<file path="config.mk">
export PLATFORM = sky130hd
export DESIGN_NAME = config_word_prog_mode_wake
export DESIGN_NICKNAME = d
export VERILOG_FILES = /design/src/rtl/cfg_prog_pkg.sv /design/src/rtl/config_word_prog_mode_wake.sv
export VERILOG_INCLUDE_DIRS = /design/src /design/src/rtl
export SDC_FILE = /design/constraint.sdc
export NUM_CORES = 1
export LEC_CHECK = 0
export BUFFER_PORTS_ARGS = -buffer_cell sky130_fd_sc_hd__buf_2
export CORE_UTILIZATION = 25
export DETAILED_ROUTE_END_ITERATION = 8
export PLACE_DENSITY = 0.43
export SLEW_MARGIN = 20
export SYNTH_ARGS = -nofsm -noshare
export SYNTH_HDL_FRONTEND = slang
export SYNTH_SLANG_ARGS = --single-unit
export TNS_END_PERCENT = 30
</file>
<file path="constraint.sdc">
create_clock -name clk -period 9.2 [get_ports clk]
set_clock_uncertainty 0.05 [all_clocks]
set_input_delay 1.38 -clock clk [delete_from_list [all_inputs] [get_ports clk]]
set_output_delay 1.38 -clock clk [all_outputs]
set_load 0.02 [all_outputs]
</file>
<file path="src/rtl/cfg_prog_defines.svh">
`ifndef CFG_PROG_DEFINES_SVH
`define CFG_PROG_DEFINES_SVH
// Configuration space addresses
`define CFG_WORD_ADDR 14'h2007
`define CFG_SPACE_LO 14'h2000
`define CFG_SPACE_HI 14'h3FFF
`define ID_LOC_LO 14'h2000
`define ID_LOC_HI 14'h2003
`define PC_ENTRY 14'h0000
// Configuration word fields
`define CFG_PP_HI_MSB 13
`define CFG_PP_HI_LSB 8
`define CFG_DP_BIT 7
`define CFG_PP_LO_MSB 6
`define CFG_PP_LO_LSB 4
`define CFG_PWRT_BIT 3
`define CFG_WDT_BIT 2
`define CFG_OSC_MSB 1
`define CFG_OSC_LSB 0
`define CFG_WORD_RESET 14'h3FFF
`define ID_WIDTH 4
// Serial framing
`define CMD_BITS 5'h06
`define DATA_BITS 5'h10
// Commands
`define CMD_LOAD_CFG 6'h00
`define CMD_LOAD_PROG 6'h02
`define CMD_READ_PROG 6'h04
`define CMD_INC_ADDR 6'h06
`define CMD_BEGIN_PROG 6'h08
`define CMD_LOAD_DATA 6'h03
`define CMD_READ_DATA 6'h05
// Register map of the side port
`define REG_STATUS 4'h0
`define REG_MASK 4'h1
`define REG_CONFIG 4'h2
`define REG_SLEEP 4'h3
`define REG_ADDR 4'h4
// Sticky event bits
`define EV_ENTER 0
`define EV_WRITE 1
`define EV_REFUSED 2
`define EV_WAKE 3
`define EV_COUNT 4
`endif

</file>
<file path="src/rtl/cfg_prog_pkg.sv">
package cfg_prog_pkg;
  typedef enum logic [1:0] {
    OSC_LP,
    OSC_XT,
    OSC_HS,
    OSC_RC
  } osc_mode_t;
  typedef struct packed {
    logic programProtect;
    logic dataProtect;
    logic powerupTimerEnable;
    logic watchdogEnable;
    osc_mode_t oscMode;
  } cfg_decode_t;
  typedef struct packed {
    logic [13:0] addr;
    logic [13:0] data;
  } mem_req_t;
endpackage : cfg_prog_pkg

</file>
<file path="src/rtl/config_word_prog_mode_wake.sv">
// Behaviour
// - Config word at 2007h, programmed reads zero
// - Config space reachable only in programming; the side port reads the config word at any time
// - Program protect fields active low
// - Data protect bit active low
// - Enabled flagged source wakes, ignoring global
// - Pending before sleep: sleep is nop
// - Interrupt during sleep: complete, then wake
// - Program memory readout only while unprotected
// - Four ID locations, program mode only
// - ID locations keep low four bits
// - Port pins become programming clock, data
// - Entry sets program counter to zero
// - Six-bit command then fourteen data bits
// - Mask-ROM: program writes refused, data allowed
//
// Local design decisions: the strobed register port and the placing of the registers.
`timescale 1ns/1ps
`include "cfg_prog_defines.svh"
module config_word_prog_mode_wake
  import cfg_prog_pkg::*;
#(
  parameter bit ROM_VARIANT = 1'b0
) (
  input wire logic clk,
  input wire logic sys_rst,
  input wire logic programming_high_voltage,
  input wire logic prog_clock_pin,
  input wire logic prog_data_pin_in,
  output logic prog_data_pin_out,
  output logic prog_data_pin_oe,
  output logic progMode,
  output logic [13:0] progCounter,
  output logic memWrStb,
  output logic memWrData,
  output mem_req_t memReq,
  input wire logic [13:0] memRdData,
  input wire logic [3:0] irqEnable,
  input wire logic [3:0] irqFlag,
  input wire logic global_irq_enable,
  input wire logic sleepExec,
  input wire logic clear_watchdog_instr,
  output logic wdtClear,
  output logic timeout_flag_n,
  output logic powerdown_flag_n,
  output logic sleeping,
  output cfg_decode_t cfgDecode,
  input wire logic [3:0] regAddr,
  input wire logic [13:0] regWrData,
  input wire logic regWr,
  input wire logic regRd,
  output logic [13:0] regRdData,
  output logic irq
);

  ////////////////////////////////////////////////////////////////////////
  // Pin synchronisers
  logic [1:0] hvSync, clkSync, datSync;
  logic clkPrev;
  always_ff @(posedge clk or posedge sys_rst) begin
    if (sys_rst) begin
      hvSync <= 2'h0;
      clkSync <= 2'h0;
      datSync <= 2'h0;
      clkPrev <= 1'b0;
    end else begin
      hvSync <= {hvSync[0], programming_high_voltage};
      clkSync <= {clkSync[0], prog_clock_pin};
      datSync <= {datSync[0], prog_data_pin_in};
      clkPrev <= clkSync[1];
    end
  end
  logic clkRise, clkFall;
  assign clkRise = clkSync[1] & ~clkPrev;
  assign clkFall = ~clkSync[1] & clkPrev;

  // Address class decoding used by readout and write paths
  function automatic logic inCfgSpace(input logic [13:0] a);
    inCfgSpace = (a >= `CFG_SPACE_LO) && (a <= `CFG_SPACE_HI);
  endfunction : inCfgSpace
  function automatic logic isIdLoc(input logic [13:0] a);
    isIdLoc = (a >= `ID_LOC_LO) && (a <= `ID_LOC_HI);
  endfunction : isIdLoc

  ////////////////////////////////////////////////////////////////////////
  // Configuration storage
  logic [13:0] cfgWord_reg;
  logic [3:0] idLoc_reg [0:3];
  logic [13:0] addr_reg;
  logic [5:0] cmd_reg;
  logic [15:0] shift_reg;
  logic [4:0] bitCnt_reg;
  logic [13:0] rdWord_reg;
  logic ppProt;
  // Any programmed protect bit protects the whole array
  assign ppProt = ~(&{cfgWord_reg[`CFG_PP_HI_MSB:`CFG_PP_HI_LSB],
    cfgWord_reg[`CFG_PP_LO_MSB:`CFG_PP_LO_LSB]});

  typedef enum logic [1:0] {
    ST_IDLE,
    ST_CMD,
    ST_DATA
  } link_state_t;
  link_state_t state_reg;

  ////////////////////////////////////////////////////////////////////////
  // Mode entry: clock and data low while high voltage rises
  logic hvPrev;
  always_ff @(posedge clk or posedge sys_rst) begin
    if (sys_rst) begin
      hvPrev <= 1'b0;
      progMode <= 1'b0;
    end else begin
      hvPrev <= hvSync[1];
      if (!hvSync[1]) begin
        progMode <= 1'b0;
      end else if (!hvPrev && !clkSync[1] && !datSync[1]) begin
        progMode <= 1'b1;
      end
    end
  end

  ////////////////////////////////////////////////////////////////////////
  // Serial command and data engine, sampled on clock falling edge
  logic cmdIsLoad, cmdIsRead, writeOk;
  assign cmdIsLoad = (cmd_reg == `CMD_LOAD_CFG) ||
    (cmd_reg == `CMD_LOAD_PROG) || (cmd_reg == `CMD_LOAD_DATA);
  assign cmdIsRead = (cmd_reg == `CMD_READ_PROG) ||
    (cmd_reg == `CMD_READ_DATA);
  // ROM parts keep program memory fixed
  assign writeOk = !(ROM_VARIANT && cmd_reg == `CMD_LOAD_PROG);

  logic [5:0] cmdNext;
  assign cmdNext = {datSync[1], shift_reg[15:11]};

  always_ff @(posedge clk or posedge sys_rst) begin
    if (sys_rst) begin
      state_reg <= ST_IDLE;
      cmd_reg <= 6'h00;
      shift_reg <= 16'h0000;
      bitCnt_reg <= 5'h00;
      addr_reg <= `PC_ENTRY;
    end else if (!progMode) begin
      state_reg <= ST_IDLE;
      bitCnt_reg <= 5'h00;
      addr_reg <= `PC_ENTRY;
    end else begin
      unique case (state_reg)
        ST_IDLE: begin
          state_reg <= ST_CMD;
          bitCnt_reg <= 5'h00;
        end
        ST_CMD: if (clkFall) begin
          shift_reg <= {datSync[1], shift_reg[15:1]};
          if (bitCnt_reg == `CMD_BITS - 5'h01) begin
            cmd_reg <= cmdNext;
            bitCnt_reg <= 5'h00;
            if (cmdNext == `CMD_INC_ADDR) begin
              addr_reg <= addr_reg + 14'h0001;
            end else if (cmdNext != `CMD_BEGIN_PROG) begin
              state_reg <= ST_DATA;
            end
            if (cmdNext == `CMD_LOAD_CFG) begin
              addr_reg <= `CFG_SPACE_LO;
            end
          end else begin
            bitCnt_reg <= bitCnt_reg + 5'h01;
          end
        end
        ST_DATA: if (clkFall) begin
          shift_reg <= {datSync[1], shift_reg[15:1]};
          if (bitCnt_reg == `DATA_BITS - 5'h01) begin
            bitCnt_reg <= 5'h00;
            state_reg <= ST_CMD;
          end else begin
            bitCnt_reg <= bitCnt_reg + 5'h01;
          end
        end
        default: state_reg <= ST_IDLE;
      endcase
    end
  end

  // End of a load frame: start and stop bits frame 14 data bits
  logic loadDone;
  assign loadDone = progMode && state_reg == ST_DATA && clkFall &&
    bitCnt_reg == `DATA_BITS - 5'h01 && cmdIsLoad;
  logic [13:0] loadData;
  assign loadData = shift_reg[15:2];

  ////////////////////////////////////////////////////////////////////////
  // Config word and ID writes, only reachable in program mode
  always_ff @(posedge clk or posedge sys_rst) begin
    if (sys_rst) begin
      cfgWord_reg <= `CFG_WORD_RESET;
    end else if (loadDone && addr_reg == `CFG_WORD_ADDR) begin
      cfgWord_reg <= loadData;
    end
  end

  generate
    for (genvar i = 0; i < 4; i++) begin : g_id
      always_ff @(posedge clk or posedge sys_rst) begin
        if (sys_rst) begin
          idLoc_reg[i] <= 4'hF;
        end else if (loadDone && addr_reg == `ID_LOC_LO + 14'(i)) begin
          idLoc_reg[i] <= loadData[`ID_WIDTH-1:0];
        end
      end
    end
  endgenerate

  // Memory write strobe toward the array outside
  always_ff @(posedge clk or posedge sys_rst) begin
    if (sys_rst) begin
      memWrStb <= 1'b0;
      memWrData <= 1'b0;
      memReq <= '0;
    end else begin
      memWrStb <= loadDone && writeOk && !inCfgSpace(addr_reg);
      memWrData <= loadDone && cmd_reg == `CMD_LOAD_DATA;
      memReq <= '{addr: addr_reg, data: loadData};
    end
  end

  ////////////////////////////////////////////////////////////////////////
  // Readout: protected array reads as zero
  always_ff @(posedge clk or posedge sys_rst) begin
    if (sys_rst) begin
      rdWord_reg <= 14'h0000;
    end else if (state_reg == ST_CMD && clkFall &&
                 bitCnt_reg == `CMD_BITS - 5'h01) begin
      if (addr_reg == `CFG_WORD_ADDR) begin
        rdWord_reg <= cfgWord_reg;
      end else if (isIdLoc(addr_reg)) begin
        rdWord_reg <= {10'h000, idLoc_reg[addr_reg[1:0]]};
      end else if (inCfgSpace(addr_reg)) begin
        rdWord_reg <= 14'h3FFF;
      end else if (ppProt && cmdNext == `CMD_READ_PROG) begin
        rdWord_reg <= 14'h0000;
      end else begin
        rdWord_reg <= memRdData;
      end
    end
  end

  // Data pin drive: bit changes on rising clock during read frame
  logic [3:0] rdIdx;
  assign rdIdx = 4'(bitCnt_reg - 5'h01);
  always_ff @(posedge clk or posedge sys_rst) begin
    if (sys_rst) begin
      prog_data_pin_out <= 1'b0;
      prog_data_pin_oe <= 1'b0;
    end else if (progMode && state_reg == ST_DATA && cmdIsRead) begin
      if (clkRise) begin
        prog_data_pin_oe <= 1'b1;
        prog_data_pin_out <= (bitCnt_reg == 5'h00 ||
          bitCnt_reg == `DATA_BITS - 5'h01) ? 1'b0 : rdWord_reg[rdIdx];
      end
    end else begin
      prog_data_pin_oe <= 1'b0;
      prog_data_pin_out <= 1'b0;
    end
  end

  always_ff @(posedge clk or posedge sys_rst) begin
    if (sys_rst) begin
      progCounter <= `PC_ENTRY;
    end else begin
      progCounter <= addr_reg;
    end
  end

  ////////////////////////////////////////////////////////////////////////
  // Config decode, applied from reset onward
  always_ff @(posedge clk or posedge sys_rst) begin
    if (sys_rst) begin
      cfgDecode <= '{1'b0, 1'b0, 1'b0, 1'b1, OSC_RC};
    end else begin
      cfgDecode.programProtect <= ppProt;
      cfgDecode.dataProtect <= ~cfgWord_reg[`CFG_DP_BIT];
      cfgDecode.powerupTimerEnable <= ~cfgWord_reg[`CFG_PWRT_BIT];
      cfgDecode.watchdogEnable <= cfgWord_reg[`CFG_WDT_BIT];
      cfgDecode.oscMode <=
        osc_mode_t'(cfgWord_reg[`CFG_OSC_MSB:`CFG_OSC_LSB]);
    end
  end

  ////////////////////////////////////////////////////////////////////////
  // Sleep and wake: global enable is deliberately ignored here
  logic wakeReq;
  assign wakeReq = |(irqEnable & irqFlag);
  logic sleepCmd;
  assign sleepCmd = sleepExec || (regWr && regAddr == `REG_SLEEP);
  always_ff @(posedge clk or posedge sys_rst) begin
    if (sys_rst) begin
      timeout_flag_n <= 1'b1;
      powerdown_flag_n <= 1'b1;
      sleeping <= 1'b0;
      wdtClear <= 1'b0;
    end else begin
      wdtClear <= 1'b0;
      if (sleepCmd && !wakeReq && !sleeping) begin
        sleeping <= 1'b1;
        wdtClear <= 1'b1;
        timeout_flag_n <= 1'b1;
        powerdown_flag_n <= 1'b0;
      end else if (sleepCmd && wakeReq) begin
        sleeping <= 1'b0;
      end else if (sleeping && wakeReq) begin
        sleeping <= 1'b0;
      end else if (clear_watchdog_instr) begin
        wdtClear <= 1'b1;
        timeout_flag_n <= 1'b1;
        powerdown_flag_n <= 1'b1;
      end
    end
  end

  ////////////////////////////////////////////////////////////////////////
  // Events, mask and interrupt
  logic [3:0] status_reg, mask_reg, events;
  assign events = {sleeping && wakeReq, loadDone && !writeOk,
    loadDone && writeOk, hvSync[1] && !hvPrev};
  always_ff @(posedge clk or posedge sys_rst) begin
    if (sys_rst) begin
      status_reg <= 4'h0;
    end else begin
      // Set beats clear in the same cycle
      status_reg <= (status_reg & ~((regWr && regAddr == `REG_STATUS) ?
        regWrData[3:0] : 4'h0)) | events;
    end
  end
  always_ff @(posedge clk or posedge sys_rst) begin
    if (sys_rst) begin
      mask_reg <= 4'h0;
    end else if (regWr && regAddr == `REG_MASK) begin
      mask_reg <= regWrData[3:0];
    end
  end
  always_ff @(posedge clk or posedge sys_rst) begin
    if (sys_rst) begin
      irq <= 1'b0;
    end else begin
      irq <= |(status_reg & mask_reg);
    end
  end

  // Register read port, data one cycle after strobe
  always_ff @(posedge clk or posedge sys_rst) begin
    if (sys_rst) begin
      regRdData <= 14'h0000;
    end else if (regRd) begin
      unique case (regAddr)
        `REG_STATUS: regRdData <= {10'h000, status_reg};
        `REG_MASK: regRdData <= {10'h000, mask_reg};
        `REG_CONFIG: regRdData <= cfgWord_reg;
        `REG_SLEEP: regRdData <= {11'h000, sleeping, timeout_flag_n,
          powerdown_flag_n};
        `REG_ADDR: regRdData <= addr_reg;
        default: regRdData <= 14'h0000;
      endcase
    end else begin
      regRdData <= 14'h0000;
    end
  end

endmodule : config_word_prog_mode_wake

</file>
==> metrics.txt <==
f_max=0.341 GHz; cell taking the most area after synthesis=dfrtp_1; Post-Syn Area=6890 µm²; hold depth=0; CP cell instances=nor4b_2 -> nand4b_2 -> nor4_4 -> nand2_2 -> mux2_1; Final Critical Period=2.93 ns; vias in the first global route=4929; Synth Flop Type=dfrtp_1; Synth Instances=563; max reg flops=16; drc violations=0; wire length of the first global-routing pass=28.2 mm; Area growth syn-to-layout=20.1%; end-of-flow core utilization=30.6%; most common cell after layout, fill and taps aside=dfrtp_1; final instance area=8270 µm²; clock tree root driver cell=clkbuf_16; worst-path maximum fanout=21; fin nets=723; Crit path max-delay family=simple AND/OR/NAND/NOR gates; FFs w/ async S/R, synth=100%; Starting Density=25.5%; top cell type's share of synthesized area=45.0%; I/O pins=122; routed wire length=17.8 mm; Seq/Total Area, Yosys=58.0%; CTS buffer count=17; H-tree levels=4; Syn Area/Cell=12.2 µm²; pin slew with the least headroom to its limit=0.860 ns; Distinct cells, synth=60; area of the core=27000 µm²; Initial DRC Count=358; Hold Path Class=reg -> reg; Post-CTS Setup Bufs=0; First-pass DRT Iterations=5; clock latency on the worst-skew pair=0.43 ns; largest net degree at the start of global routing=110; Detail Placement HPWL=12.8 mm; GP Congestion=0.807; final hold vios=0; Worst-path clk slew=0.07 ns; final slew viol count=0; WL per Instance=17.5 µm; grt ovf=0; Leakage Power=3.70 nW; DIE AREA=28200 µm²; Placed Instance Area=7690 µm²; slowest CP cell=dfrtp_1; Worst EP required=9.50 ns; Vias/cell=4.76; FILL cells=2768; top post-synthesis cells by area=dfrtp_1 45%, dfstp_2 13%, mux2_2 6.7%; chip width=168 µm; RSZ-0062 raised after global routing=no; crit-path max cell delay=0.89 ns; Final Cycle Share=31.8%; most frequent cells in the layout=124 x dfrtp_1, 109 x buf_2, 41 x mux2_2, 38 x nand2_1, 36 x nor2_1; Global Route Usage Sum=13.2%; Setup TNS=0 ns; WP depth=5; CTS tree=yes; Critical Path AT=3.23 ns; worst vdd ir=0.000118 V; R2R cell count=5; PD cells=176 nW/µm²; Max-slew headroom=41.8%; clk sinks=158; Mapped Nets=626; final setup vio count=0; vias post-DR=4823; post-CTS sizing=0; n_diodes=0; Die Span Y=168 µm; CP bufs+invs=0; crit path kind=reg -> reg; initial antenna violation count=0; CP endpoint kind=flip-flop; Port Buffers=109; number of synthesized flops with an enable pin=0; Syn. warnings=0; CP Launch Type=flip-flop; Seq cells post-synth=158; Final ANT Viol Nets=0; CTS Hold Bufs=0; Clock Tree Buf Depth=2; row count=60; Max Cap Viol=0; status=finished, final reports clean; layout cells sized above 1=37.0%
worst reg2reg max path, stage by stage (launching register included):
cell and delay (ns):
dfrtp_1 0.89, nor4b_2 0.45, nand4b_2 0.33, nor4_4 0.57, nand2_2 0.20, mux2_1 0.36
kinds of logic (layout without fill, tap and decap cells):
| kind of cell | after synthesis | in the layout | share of synthesized area, % |
|---|---|---|---|
| other | 1 | 1 | 0.0544 |
| buffers and inverters | 52 | 162 | 3.87 |
| and+or+nand+nor | 150 | 150 | 12.2 |
| AOI/OAI and AO/OA | 118 | 118 | 10.9 |
| DFF | 158 | 158 | 58.0 |
| muxes | 69 | 69 | 12.3 |
| adders and majority gates | 13 | 13 | 2.36 |
| xor gates and xnor gates | 2 | 2 | 0.254 |
final timing paths:
| path | startpoint | endpoint | slack (ns) |
|---|---|---|---|
| worst max-delay path | addr_reg[13]$_DFFE_PP0P_ | idLoc_reg[7]$_DFFE_PP1P_ | 6.27 |
| worst min-delay path | clkSync[0]$_DFF_PP0_ | clkSync[1]$_DFF_PP0_ | 0.30 |
| worst max register to register | addr_reg[13]$_DFFE_PP0P_ | idLoc_reg[7]$_DFFE_PP1P_ | 6.27 |
| worst min register to register | clkSync[0]$_DFF_PP0_ | clkSync[1]$_DFF_PP0_ | 0.30 |
| max in group asynchronous | sys_rst | datSync[0]$_DFF_PP0_ | 6.86 |
| min in group asynchronous | sys_rst | memReq[13]$_DFF_PP0_ | 0.91 |
report_power, final:
| part | switching [mW] | total (mW) | leakage [nW] | internal, mW |
|---|---|---|---|---|
| clock network | 0.309 | 0.663 | 0.262 | 0.354 |
| registers | 0.0110 | 0.720 | 1.95 | 0.709 |
| logic | 0.0447 | 0.0700 | 1.49 | 0.0253 |
through the flow:
step	power, mW	hold WS [ns]	worst slack [ns]	std cells
2_1_floorplan	0.772	0.281	3.56	563
3_3_place_gp	0.801	0.286	6.12	981
3_5_place_dp	0.802	0.287	6.13	981
4_1_cts	1.47	0.303	6.19	1013
5_1_grt	1.52	0.311	6.07	1014
6_report	1.45	0.299	6.27	1014
final cells by class:
type	instances	area [µm²]	area share (%)
sequential	158	4000	48.3
clock inverter	14	126	1.53
tap	341	427	5.16
multi-input combinational	353	2630	31.8
inverter	17	68.8	0.832
clock buffer	18	429	5.19
timing repair buffer	113	596	7.20
layer usage:
metal / track usage, % / routed length (µm) / share of wire, % / up-vias
li1: - / - / - / 2225
met2: 21.3 / 8590 / 48 / 125
met4: 5.54 / 382 / 2.1 / 0
met3: 2.75 / 723 / 4.1 / 24
met5: 0 / 0 / 0 / -
met1: 17.1 / 8080 / 45 / 2449
cell usage after synthesis (11+ instances only):
cell	n
a21oi_1	22
dfrtp_1	124
clkbuf_1	14
a22oi_1	29
nand3_1	11
nand2_1	38
o21ai_0	32
inv_1	17
nor2_1	36
mux2_2	41
ha_1	13
mux2_1	16
buf_4	16
dfstp_2	34
No activity file was read; power rests on OpenSTA's default activity.
